File: config.mk
export PLATFORM = sky130hd
export DESIGN_NAME = srm_top
export DESIGN_NICKNAME = d
export VERILOG_FILES = /design/src/pkg/srm_pkg.sv /design/src/core/srm_top.sv /design/src/core/srm_sync.sv /design/src/core/srm_scan_div.sv
export SDC_FILE = /design/constraint.sdc
export NUM_CORES = 1
export LEC_CHECK = 0
export BUFFER_PORTS_ARGS = -buffer_cell sky130_fd_sc_hd__clkbuf_2
export CAP_MARGIN = 20
export CORE_MARGIN = 3
export CORE_UTILIZATION = 40
export CTS_CLUSTER_SIZE = 40
export DETAILED_ROUTE_END_ITERATION = 12
export PLACE_DENSITY = 0.72
export SETUP_SLACK_MARGIN = 0.3
export SYNTH_ARGS = -nofsm -noshare
export SYNTH_HDL_FRONTEND = slang
export SYNTH_SLANG_ARGS = --single-unit
File: constraint.sdc
create_clock -name clock -period 2.05 [get_ports clock]
set_input_delay 0.205 -clock clock [delete_from_list [all_inputs] [get_ports clock]]
set_output_delay 0.205 -clock clock [all_outputs]
set_load 0.02 [all_outputs]
File: src/pkg/srm_pkg.sv
// Constants, register map and types of the start/reset monitor.
// Assumes a single 200 MHz clock and a plain register port with 8-bit byte addresses.
package srm_pkg;

	// Clock and scan cycle timing.
	localparam int CLOCK_PERIOD_NS = 5;
	localparam int SCAN_PERIOD_NS  = 1000;
	localparam int SCAN_CYCLES     = (SCAN_PERIOD_NS + CLOCK_PERIOD_NS - 1) / CLOCK_PERIOD_NS;

	// Widths.
	localparam int ADDR_W     = 8;
	localparam int DATA_W     = 32;
	localparam int PIN_COUNT  = 14;
	localparam int MON_COUNT  = 8;
	localparam int FAULT_COUNT = 17;

	// Register byte addresses.
	localparam logic [7:0] ADDR_CTRL   = 8'h00;
	localparam logic [7:0] ADDR_MONSEL = 8'h04;
	localparam logic [7:0] ADDR_STATUS = 8'h08;
	localparam logic [7:0] ADDR_FAULTS = 8'h0C;

	// Control register fields.
	localparam int CTRL_TYPE_LSB  = 0;
	localparam int CTRL_MON_EN    = 2;
	localparam int CTRL_ALARM_EN  = 3;
	localparam int CTRL_LOGIC_EN  = 4;
	localparam int CTRL_XCHK_REQ  = 5;
	localparam int CTRL_SEL_LSB   = 8;
	localparam logic [3:0] BTN_SEL_MAX = 4'hD;

	// Values after reset.
	localparam logic [1:0] RST_TYPE   = 2'h0;
	localparam logic [3:0] RST_SEL    = 4'h0;
	localparam logic [7:0] RST_MONSEL = 8'h01;

	// Fault classes: a set bit latches until acknowledged, a clear bit self-clears.
	localparam logic [16:0] LATCH_MASK = 17'h10FCB;

	// Start types.
	typedef enum logic [1:0] {
		SRM_START_AUTO    = 2'b00,
		SRM_START_MANUAL  = 2'b01,
		SRM_START_MONITOR = 2'b10,
		SRM_START_RSVD    = 2'b11
	} srm_start_t;

endpackage : srm_pkg

File: src/core/srm_top.sv
// Start/reset element: start gating of monitored inputs, alarm reset and logic reset.
// Assumes pins are asynchronous, monitored element outputs and fault events share the clock.
`timescale 1ns/1ps

module srm_top
	import srm_pkg::*;
(
	input  wire logic                   clock,
	input  wire logic                   reset,
	input  wire logic [ADDR_W-1:0]      addr,
	input  wire logic [DATA_W-1:0]      wdata,
	input  wire logic                   wr_stb,
	input  wire logic                   rd_stb,
	output logic      [DATA_W-1:0]      rdata,
	input  wire logic [PIN_COUNT-1:0]   input_pins,
	input  wire logic                   func_button,
	input  wire logic [MON_COUNT-1:0]   monitored_inputs,
	input  wire logic [FAULT_COUNT-1:0] fault_events,
	input  wire logic                   fatal_event,
	output logic                        element_output,
	output logic                        alarm_ack,
	output logic                        logic_reset_out,
	output logic                        crosscheck_on,
	output logic      [FAULT_COUNT-1:0] faults_pending,
	output logic                        unrecoverable_fault_class
);

	// Synchronised pins and scan enable.
	logic [PIN_COUNT-1:0] pins_sync;
	logic                 func_sync;
	logic                 scan_tick;

	srm_sync #(.WIDTH(PIN_COUNT)) u_pin_sync (
		.clock    (clock),
		.reset    (reset),
		.async_in (input_pins),
		.sync_out (pins_sync)
	);

	srm_sync #(.WIDTH(1)) u_func_sync (
		.clock    (clock),
		.reset    (reset),
		.async_in (func_button),
		.sync_out (func_sync)
	);

	srm_scan_div #(.CYCLES(SCAN_CYCLES)) u_scan (
		.clock     (clock),
		.reset     (reset),
		.scan_tick (scan_tick)
	);

	// Configuration registers.
	srm_start_t       start_type_ff;
	logic             mon_en_ff;
	logic             alarm_en_ff;
	logic             logic_en_ff;
	logic             xchk_req_ff;
	logic [3:0]       btn_sel_ff;
	logic [MON_COUNT-1:0] mon_sel_ff;

	// Block state.
	logic                   first_aux_marker_ff;
	logic                   second_aux_marker_ff;
	logic                   element_output_ff;
	logic                   src_prev_ff;
	logic                   func_prev_ff;
	logic                   alarm_ack_ff;
	logic                   logic_reset_ff;
	logic                   crosscheck_ff;
	logic [FAULT_COUNT-1:0] fault_ff;
	logic                   fatal_ff;
	logic [DATA_W-1:0]      rdata_ff;

	// Register write decode.
	wire wr_ctrl_w   = wr_stb && (addr == ADDR_CTRL);
	wire wr_monsel_w = wr_stb && (addr == ADDR_MONSEL);
	wire [3:0] wr_sel_w  = wdata[CTRL_SEL_LSB +: 4];
	// An out-of-range button selection is dropped so the button stays on a basic input.
	wire       sel_ok_w  = (wr_sel_w <= BTN_SEL_MAX);

	// Configuration writes; one select field allows only one alarm button pin beside the function button.
	always_ff @(posedge clock) begin
		if (reset) begin
			start_type_ff <= srm_start_t'(RST_TYPE);
			mon_en_ff     <= 1'b0;
			alarm_en_ff   <= 1'b0;
			logic_en_ff   <= 1'b0;
			xchk_req_ff   <= 1'b0;
			btn_sel_ff    <= RST_SEL;
		end else if (wr_ctrl_w) begin
			start_type_ff <= srm_start_t'(wdata[CTRL_TYPE_LSB +: 2]);
			mon_en_ff     <= wdata[CTRL_MON_EN];
			alarm_en_ff   <= wdata[CTRL_ALARM_EN];
			logic_en_ff   <= wdata[CTRL_LOGIC_EN];
			xchk_req_ff   <= wdata[CTRL_XCHK_REQ];
			if (sel_ok_w) begin
				btn_sel_ff <= wr_sel_w;
			end
		end
	end

	// Monitored element selection mask.
	always_ff @(posedge clock) begin
		if (reset) begin
			mon_sel_ff <= RST_MONSEL;
		end else if (wr_monsel_w) begin
			mon_sel_ff <= wdata[MON_COUNT-1:0];
		end
	end

	// Switching input: all selected element outputs closed; nothing selected means open.
	wire sw_w  = (&(monitored_inputs | ~mon_sel_ff)) && (|mon_sel_ff);
	wire btn_w = pins_sync[btn_sel_ff];

	// Markers evaluated in list order, so marker two sees this scan's marker one.
	wire nxt_m1 = sw_w && (first_aux_marker_ff || btn_w);
	wire nxt_m2 = sw_w && (second_aux_marker_ff || (nxt_m1 && !btn_w));

	// Output select per start type; the reserved code keeps the output off.
	wire nxt_out = (start_type_ff == SRM_START_AUTO)    ? sw_w :
	               (start_type_ff == SRM_START_MANUAL)  ? nxt_m1 :
	               (start_type_ff == SRM_START_MONITOR) ? nxt_m2 : 1'b0;

	// Start logic runs once per scan cycle.
	always_ff @(posedge clock) begin
		if (reset) begin
			first_aux_marker_ff  <= 1'b0;
			second_aux_marker_ff <= 1'b0;
			element_output_ff    <= 1'b0;
		end else if (scan_tick) begin
			first_aux_marker_ff  <= nxt_m1;
			second_aux_marker_ff <= nxt_m2;
			element_output_ff    <= nxt_out;
		end
	end

	// Acknowledge sources. With start monitoring the selected button's release edge counts, so that
	// button shorted high can never acknowledge; otherwise, and always for the function button, the press edge counts.
	wire src_w     = alarm_en_ff && btn_w;
	wire src_rise  = src_w && !src_prev_ff;
	wire src_fall  = !src_w && src_prev_ff;
	wire src_edge  = mon_en_ff ? src_fall : src_rise;
	wire func_edge = func_sync && !func_prev_ff;
	wire nxt_ack   = scan_tick && (src_edge || func_edge);

	// Previous-scan levels and the one-cycle acknowledge pulse.
	always_ff @(posedge clock) begin
		if (reset) begin
			src_prev_ff    <= 1'b0;
			func_prev_ff   <= 1'b0;
			alarm_ack_ff   <= 1'b0;
			logic_reset_ff <= 1'b0;
		end else begin
			if (scan_tick) begin
				src_prev_ff  <= src_w;
				func_prev_ff <= func_sync;
			end
			alarm_ack_ff   <= nxt_ack;
			logic_reset_ff <= nxt_ack && logic_en_ff;
		end
	end

	// Latching faults hold until acknowledged; a new event beats the clear.
	wire [FAULT_COUNT-1:0] nxt_fault = fault_events |
	                                   (fault_ff & LATCH_MASK & {FAULT_COUNT{!alarm_ack_ff}});

	// Fault state; the fatal class ignores acknowledgement entirely.
	always_ff @(posedge clock) begin
		if (reset) begin
			fault_ff      <= '0;
			fatal_ff      <= 1'b0;
			crosscheck_ff <= 1'b0;
		end else begin
			fault_ff      <= nxt_fault;
			fatal_ff      <= fatal_ff || fatal_event;
			crosscheck_ff <= xchk_req_ff && !(alarm_en_ff || logic_en_ff);
		end
	end

	// Read selection; unmapped addresses read as zero.
	wire [DATA_W-1:0] ctrl_rd_w   = {20'h00000, btn_sel_ff, 2'h0, xchk_req_ff, logic_en_ff,
	                                 alarm_en_ff, mon_en_ff, start_type_ff};
	wire [DATA_W-1:0] status_rd_w = {26'h0000000, crosscheck_ff, btn_w, fatal_ff,
	                                 second_aux_marker_ff, first_aux_marker_ff,
	                                 element_output_ff};
	wire [DATA_W-1:0] rd_mux_w;
	assign rd_mux_w = (addr == ADDR_CTRL)   ? ctrl_rd_w :
	                  (addr == ADDR_MONSEL) ? {24'h000000, mon_sel_ff} :
	                  (addr == ADDR_STATUS) ? status_rd_w :
	                  (addr == ADDR_FAULTS) ? {15'h0000, fault_ff} : 32'h00000000;

	// Read data stand only in the cycle after the strobe.
	always_ff @(posedge clock) begin
		if (reset) begin
			rdata_ff <= 32'h00000000;
		end else begin
			rdata_ff <= rd_stb ? rd_mux_w : 32'h00000000;
		end
	end

	// Outputs come straight from flip-flops.
	assign rdata                     = rdata_ff;
	assign element_output            = element_output_ff;
	assign alarm_ack                 = alarm_ack_ff;
	assign logic_reset_out           = logic_reset_ff;
	assign crosscheck_on             = crosscheck_ff;
	assign faults_pending            = fault_ff;
	assign unrecoverable_fault_class = fatal_ff;
endmodule : srm_top

File: src/core/srm_sync.sv
// Two-stage synchroniser for a vector of asynchronous pin levels.
// Assumes each bit is a slow level; no bus coherence across bits is promised.
`timescale 1ns/1ps
module srm_sync
	import srm_pkg::*;
#(
	parameter int WIDTH = 1
) (
	input  wire logic             clock,
	input  wire logic             reset,
	input  wire logic [WIDTH-1:0] async_in,
	output logic      [WIDTH-1:0] sync_out
);

	logic [WIDTH-1:0] meta_ff;
	logic [WIDTH-1:0] sync_ff;

	// The first stage feeds only the second stage.
	always_ff @(posedge clock) begin
		if (reset) begin
			meta_ff <= '0;
			sync_ff <= '0;
		end else begin
			meta_ff <= async_in;
			sync_ff <= meta_ff;
		end
	end

	assign sync_out = sync_ff;

endmodule : srm_sync

File: src/core/srm_scan_div.sv
// Divider that turns the clock into a one-cycle scan cycle enable.
// Assumes the clock runs continuously; the first tick follows a full period after reset.
`timescale 1ns/1ps
module srm_scan_div
	import srm_pkg::*;
#(
	parameter int CYCLES = SCAN_CYCLES
) (
	input  wire logic clock,
	input  wire logic reset,
	output logic      scan_tick
);

	logic [15:0] count_ff;
	logic        tick_ff;
	wire         wrap_w = (count_ff == 16'(CYCLES - 1));

	// Count up and wrap, pulsing once per period.
	always_ff @(posedge clock) begin
		if (reset) begin
			count_ff <= 16'h0000;
			tick_ff  <= 1'b0;
		end else begin
			count_ff <= wrap_w ? 16'h0000 : count_ff + 16'h0001;
			tick_ff  <= wrap_w;
		end
	end

	assign scan_tick = tick_ff;

endmodule : srm_scan_div

# [After elaboration in Yosys (flattened, before gate mapping)]
# Index checks and enable logic that the tools add are counted.
[totals] inputBits=85 memories=0 mem_bits_ro=0 regBits=123 word_cells=86 latchBits=0 output_inout_bits=54 ram_bits=0
[classes] n_eq_ne=6 n_addsub=1 shifts=0 div_mod_pow=0 magnitude_cmp=2 multipliers=0 muxes=10 reduce_logical=34 bitwise=6
[op_table] cell="$mux 12" n=4
[op_table] cell="$and 17x17->17" n=1
[op_table] cell="$or 17x17->17" n=1
[op_table] cell="$add 16x1->16 const B" n=1
[op_table] cell="$eq 16x8->1 const B" n=1
[op_table] cell="$eq 8x4->1 const B" n=2
[op_table] cell="$logic_and 1x1->1" n=13
[op_table] cell="$eq 8x3->1 const B" n=1
[op_table] cell="$logic_not 8->1" n=1
[op_table] cell="$not 8->8" n=1
[op_table] cell="$or 8x8->8" n=1
[op_table] cell="$reduce_and 8->1" n=1
[op_table] cell="$reduce_or 8->1" n=1
[op_table] cell="$logic_not 1->1" n=6
[op_table] cell="$reduce_or 6->1" n=1
[op_table] cell="$logic_or 1x1->1" n=5
[op_table] cell="$lt 4x5->1 const B" n=1
[op_table] cell="$mux 1" n=5
[op_table] cell="$reduce_or 5->1" n=1
[op_table] cell="$bmux 1 s4" n=1
[op_table] cell="$le 4x4->1 const B" n=1
[op_table] cell="$reduce_or 2->1" n=2
[op_table] cell="$reduce_or 3->1" n=1
[op_table] cell="$eq 2x1->1 const B" n=1
[op_table] cell="other kinds (4)" n=5

# [Longest topological paths before layout]
[depth] depth_word=11 depth_mapped=8 mapped_depth_nobuf=6

# [By module]
# A second synthesis with hierarchy kept.
[hier_totals] cells_unflattened=398 area_unflattened_um2=4130.2
[modules_own_cells] module="srm_top" seq_area_each_um2=1221.2 area_each_um2=2517.4 n_inst=1 cells_each=252
[modules_own_cells] module="srm_scan_div" seq_area_each_um2=340.3 area_each_um2=782.0 n_inst=1 cells_each=84
[modules_own_cells] module="srm_sync at u_pin_sync" seq_area_each_um2=560.5 area_each_um2=778.2 n_inst=1 cells_each=58
[modules_own_cells] module="srm_sync at u_func_sync" seq_area_each_um2=40.0 area_each_um2=52.6 n_inst=1 cells_each=4

# [Worst setup path before layout]
# OpenSTA, ideal clock, no wires.
[synth_timing] kind="register to register" start="register btn_sel_ff[0]" end="register rdata_ff[4] (netlist: rdata[4])" arrival_time_ns=1.849 slack_ns=0.074 required_time_ns=1.923 period_less_slack_ns=1.976 path_buffers=1 path_stages_with_launch=7 path_cell_list="dfxtp_1 -> clkbuf_1 -> mux4_2 -> nand3b_1 -> o211ai_2 -> mux4_2 -> nor2b_4"
[synth_via] elab_chain_cells=5
[synth_rtl] item="start: declaration" line_no="srm_top.sv:59" text="logic [3:0] btn_sel_ff;"
[synth_rtl] item="start signal: assignment" line_no="srm_top.sv:98" text="btn_sel_ff <= wr_sel_w;"
[synth_rtl] item="$bmux 1 s4" line_no="srm_top.sv:114" text="wire btn_w = pins_sync[btn_sel_ff];"
[synth_rtl] item="$mux 1 (implied by the code)" line_no="srm_top.sv:114"
[synth_rtl] item="$mux 12" line_no="srm_top.sv:190" text="(addr == ADDR_STATUS) ? status_rd_w :"
[synth_rtl] item="$mux 12" line_no="srm_top.sv:189" text="(addr == ADDR_MONSEL) ? {24'h000000, mon_sel_ff} :"
[synth_rtl] item="$mux 12" line_no="srm_top.sv:188" text="assign rd_mux_w = (addr == ADDR_CTRL) ? ctrl_rd_w :"
[synth_rtl] item="end signal: assignment" line_no="srm_top.sv:198" text="rdata_ff <= rd_stb ? rd_mux_w : 32'h00000000;"
[synth_rtl] item="end: declaration" line_no="srm_top.sv:73" text="logic [DATA_W-1:0] rdata_ff;"
# No other way between the ends. The select of a mux whose other input is x is not followed.
# A chain may end at the register's enable or synchronous reset.

# [Final worst setup path]
[layout_timing] start="register btn_sel_ff[1]" end="register rdata_ff[4] (netlist: rdata[4])"
# Same word-level chain as after synthesis.

==> results.md <==
- Layout Skew: 0.0135 ns
- Final instance area: 0.00485 mm2
- Filler instances: 887
- DR vias: 2,996
- Period Utilization, post-route: 0.928
- Async set-reset flop share out of synthesis: 0
- Core Area: 0.00950 mm2
- Area Overhead vs Synth: 20.9%
- Clk sinks: 108
- Inst Count DP: 621
- TritonCTS clock tree: yes
- Slowest stage cell on the critical path: mux4_2
- Largest net degree at the start of global routing: 31
- Via-per-instance ratio: 4.71
- CTS buffer count: 9
- EDFF count, synth: 0
- Warnings from Yosys: 0
- Post-synth top area share: 0.539
- RSZ-0062 raised after global routing: true
- Buf/Inv on CP: 0
- Crit path top cell by count: mux4_2
- Register Area: 0.00217 mm2
- Layout Utilization: 0.510
- Crit path capture type: flip-flop
- Nets@finish: 589
- Peak VDD IR: 277 uV
- Worst R2R Path Depth: 5
- Final cell count without fillers: 636
- Initial core utilization: 0.422
- Placement Cell Area: 0.00464 mm2
- Clk buf depth: 2
- Seq/Total Area, Yosys: 0.539
- Count of input and output buffers: 103
- GPL Wtd Cong: 0.800
- Worst-Skew Late Latency: 0.36 ns
- Critical path arrival: 2.16 ns
- Grt ovf: 0
- Commonest non-fill, non-tap cell in the layout: dfxtp_1
- Outcome: completed
- Max_slew headroom: 0.603
- Worst min-delay path endpoint: faults_pending[15]$_SDFF_PP0_
- Vias in the first global route: 2,852
- Final Slew Violations: 0
- IO Pins: 139
- Leak pwr: 2.10 nW
- Max Cap Viol: 0
- Post-Route WL: 8.37 mm
- Crit-path cells: mux4_2, mux2i_1, o211ai_2, mux4_2, nor2b_4
- Hold_sp: fault_events[15]
- Synth unique cells: 44
- Cells after Synth: 395
- Average size of a mapped cell: 10.2 um2
- CP Launch Type: flip-flop
- Critical setup path kind: reg -> reg
- # rows: 35
- Hold_ws: 0.0491 ns
- Fmax: 0.526 GHz
- FF-to-FF End: rdata[4]$_SDFF_PP0_
- Synth area leaders: dfxtp_1, nor2b_1, nor2_1
- Avg WL per Cell: 13.2 um
- Worst path top cell family by delay: multiplexers
- Worst Path Max Fanout: 6
- Die Ht: 106 um
- H-tree levels: 3
- CP max stage delay: 0.49 ns
- Final ANT Viol Nets: 0
- TritonRoute pass-1 iters: 5
- R2R Path Start: btn_sel_ff[1]$_SDFFE_PP0P_
- Hold Crit Class: in -> reg
- Antenna violations before repair: 0
- Clock root buffer: clkbuf_8
- Hold Vio Cnt, Final: 0
- Share of layout cells above drive strength 1: 0.290
- Post-Syn Area: 0.00401 mm2
- Reg-to-reg slack, setup: 0.15 ns
- Setup_tns: 0 ns
- DP HPWL: 6.38 mm
- Reg clk slew, reported paths: 0.10 ns
- Full die area: 0.0113 mm2
- Multi-input gate area: 0.00171 mm2
- Commonest cells after routing, fill and taps aside: dfxtp_1, clkbuf_2, nor2_1
- Hold Crit Depth: 2
- Post-synth top flop: dfxtp_1
- Critical path required time: 2.31 ns
- Min cycle time layout: 1.90 ns
- Largest area contributor in the netlist: dfxtp_1
- Antenna cells: 0
- Worst Max-Slew Pin Slew: 0.591 ns
- Hold-fix buffers, CTS: 0
- DRC: 0
- First-pass GRT wire length: 13.4 mm
- Initial drt markers: 135
- GR Util All Layers: 0.149
- Final setup vio count: 0
- Pwr dens: 750 mW/mm2
- Flop and latch count out of synthesis: 108
- Die width: 106 um
power breakdown:
part | internal [mW] | leakage, nW | switching [mW]
registers | 2.15 | 0.883 | 0.0269
logic | 0.122 | 1.12 | 0.152
clock network | 0.484 | 0.0933 | 0.701
cell families (layout without fill, tap and decap cells):
group           count (synthesis)  count (layout)  share of synthesized area
flops                         108             108                      0.539
compound gates                 34              34                     0.0562
fa+ha+maj                       1               1                    0.00312
xor+xnor                       14              14                     0.0306
mux                            29              29                      0.103
buf+inv                        40             138                     0.0521
other cells                     1              15                   0.000935
simple gates                  168             168                      0.215
cell type report:
type                    instances  area share
well taps                     129      0.0333
inverters                      10     0.00774
clock inverters                 5     0.00903
clock buffers                  10      0.0284
flip-flops and latches        108       0.447
multi-input cells             261       0.352
repair buffers                113       0.123
worst max-delay path by stage:
stage / from / endpoint / cells past startpoint / slack [ns]
final: btn_sel_ff[1]$_SDFFE_PP0P_ / rdata[4]$_SDFF_PP0_ / 5 / 0.15
after global routing: btn_sel_ff[1]$_SDFFE_PP0P_ / alarm_ack$_SDFF_PP0_ / 6 / 0.10
after CTS: btn_sel_ff[1]$_SDFFE_PP0P_ / rdata[4]$_SDFF_PP0_ / 5 / 0.13
after detailed placement: btn_sel_ff[1]$_SDFFE_PP0P_ / alarm_ack$_SDFF_PP0_ / 6 / 0.09
after global placement: btn_sel_ff[1]$_SDFFE_PP0P_ / alarm_ack$_SDFF_PP0_ / 6 / 0.16
after floorplan: btn_sel_ff[1]$_SDFFE_PP0P_ / rdata[4]$_SDFF_PP0_ / 5 / 0.17
worst register-to-register path, delay by kind of cell, from the launching register on:
kind	cells	cell delay, ns
AOI/OAI and AO/OA	1	0.12
DFF	1	0.40
muxes	3	1.16
and+or+nand+nor	1	0.14
synthesized netlist by cell type, types with 2 or more instances:
cell,n
clkbuf_1,10
nand2b_1,9
mux4_2,7
o2111ai_1,2
nand2_1,11
o21ai_0,2
mux4_1,2
buf_1,3
xnor2_1,6
and2_1,6
buf_4,15
a22oi_1,4
a21oi_1,16
buf_2,2
a41oi_1,2
nor2_1,64
dfxtp_1,108
mux2i_1,19
inv_1,9
and3_1,3
nand4_1,3
nand3_1,7
nor2b_1,45
nor3b_1,3
nor4_1,5
xor2_1,8
nor3_1,7
registers in the layout, summed over array words and instances (netlist names), 2 cells and up:
register and cells:
u_scan.count_ff 16, faults_pending 17, rdata 17, u_pin_sync.sync_out 14, btn_sel_ff 4, mon_sel_ff 8
u_pin_sync.meta_ff 14, start_type_ff 2
repair_timing:
item                                    in CTS  in global routing
endpoints found under the setup margin       5                 21
pin swaps                                    5                  0
buffers inserted                             0                  0
cloned                                       0                  0
gates resized for setup                      6                  2
layer usage:
metal	vias to the layer above	track usage	wire length (um)
li1	1504	-	-
met1	1377	0.194	3860
met2	102	0.239	3810
met3	13	0.0376	601
met4	0	0.0546	104
met5	-	0	0
through the flow:
step	power (mW)	worst slack, ns
after floorplan	2.40	0.168
after global placement	2.49	0.164
after detailed placement	2.50	0.0909
after CTS	3.69	0.126
after global routing	3.80	0.102
final	3.64	0.148
Note: power is estimated with default switching activity, not from simulation.
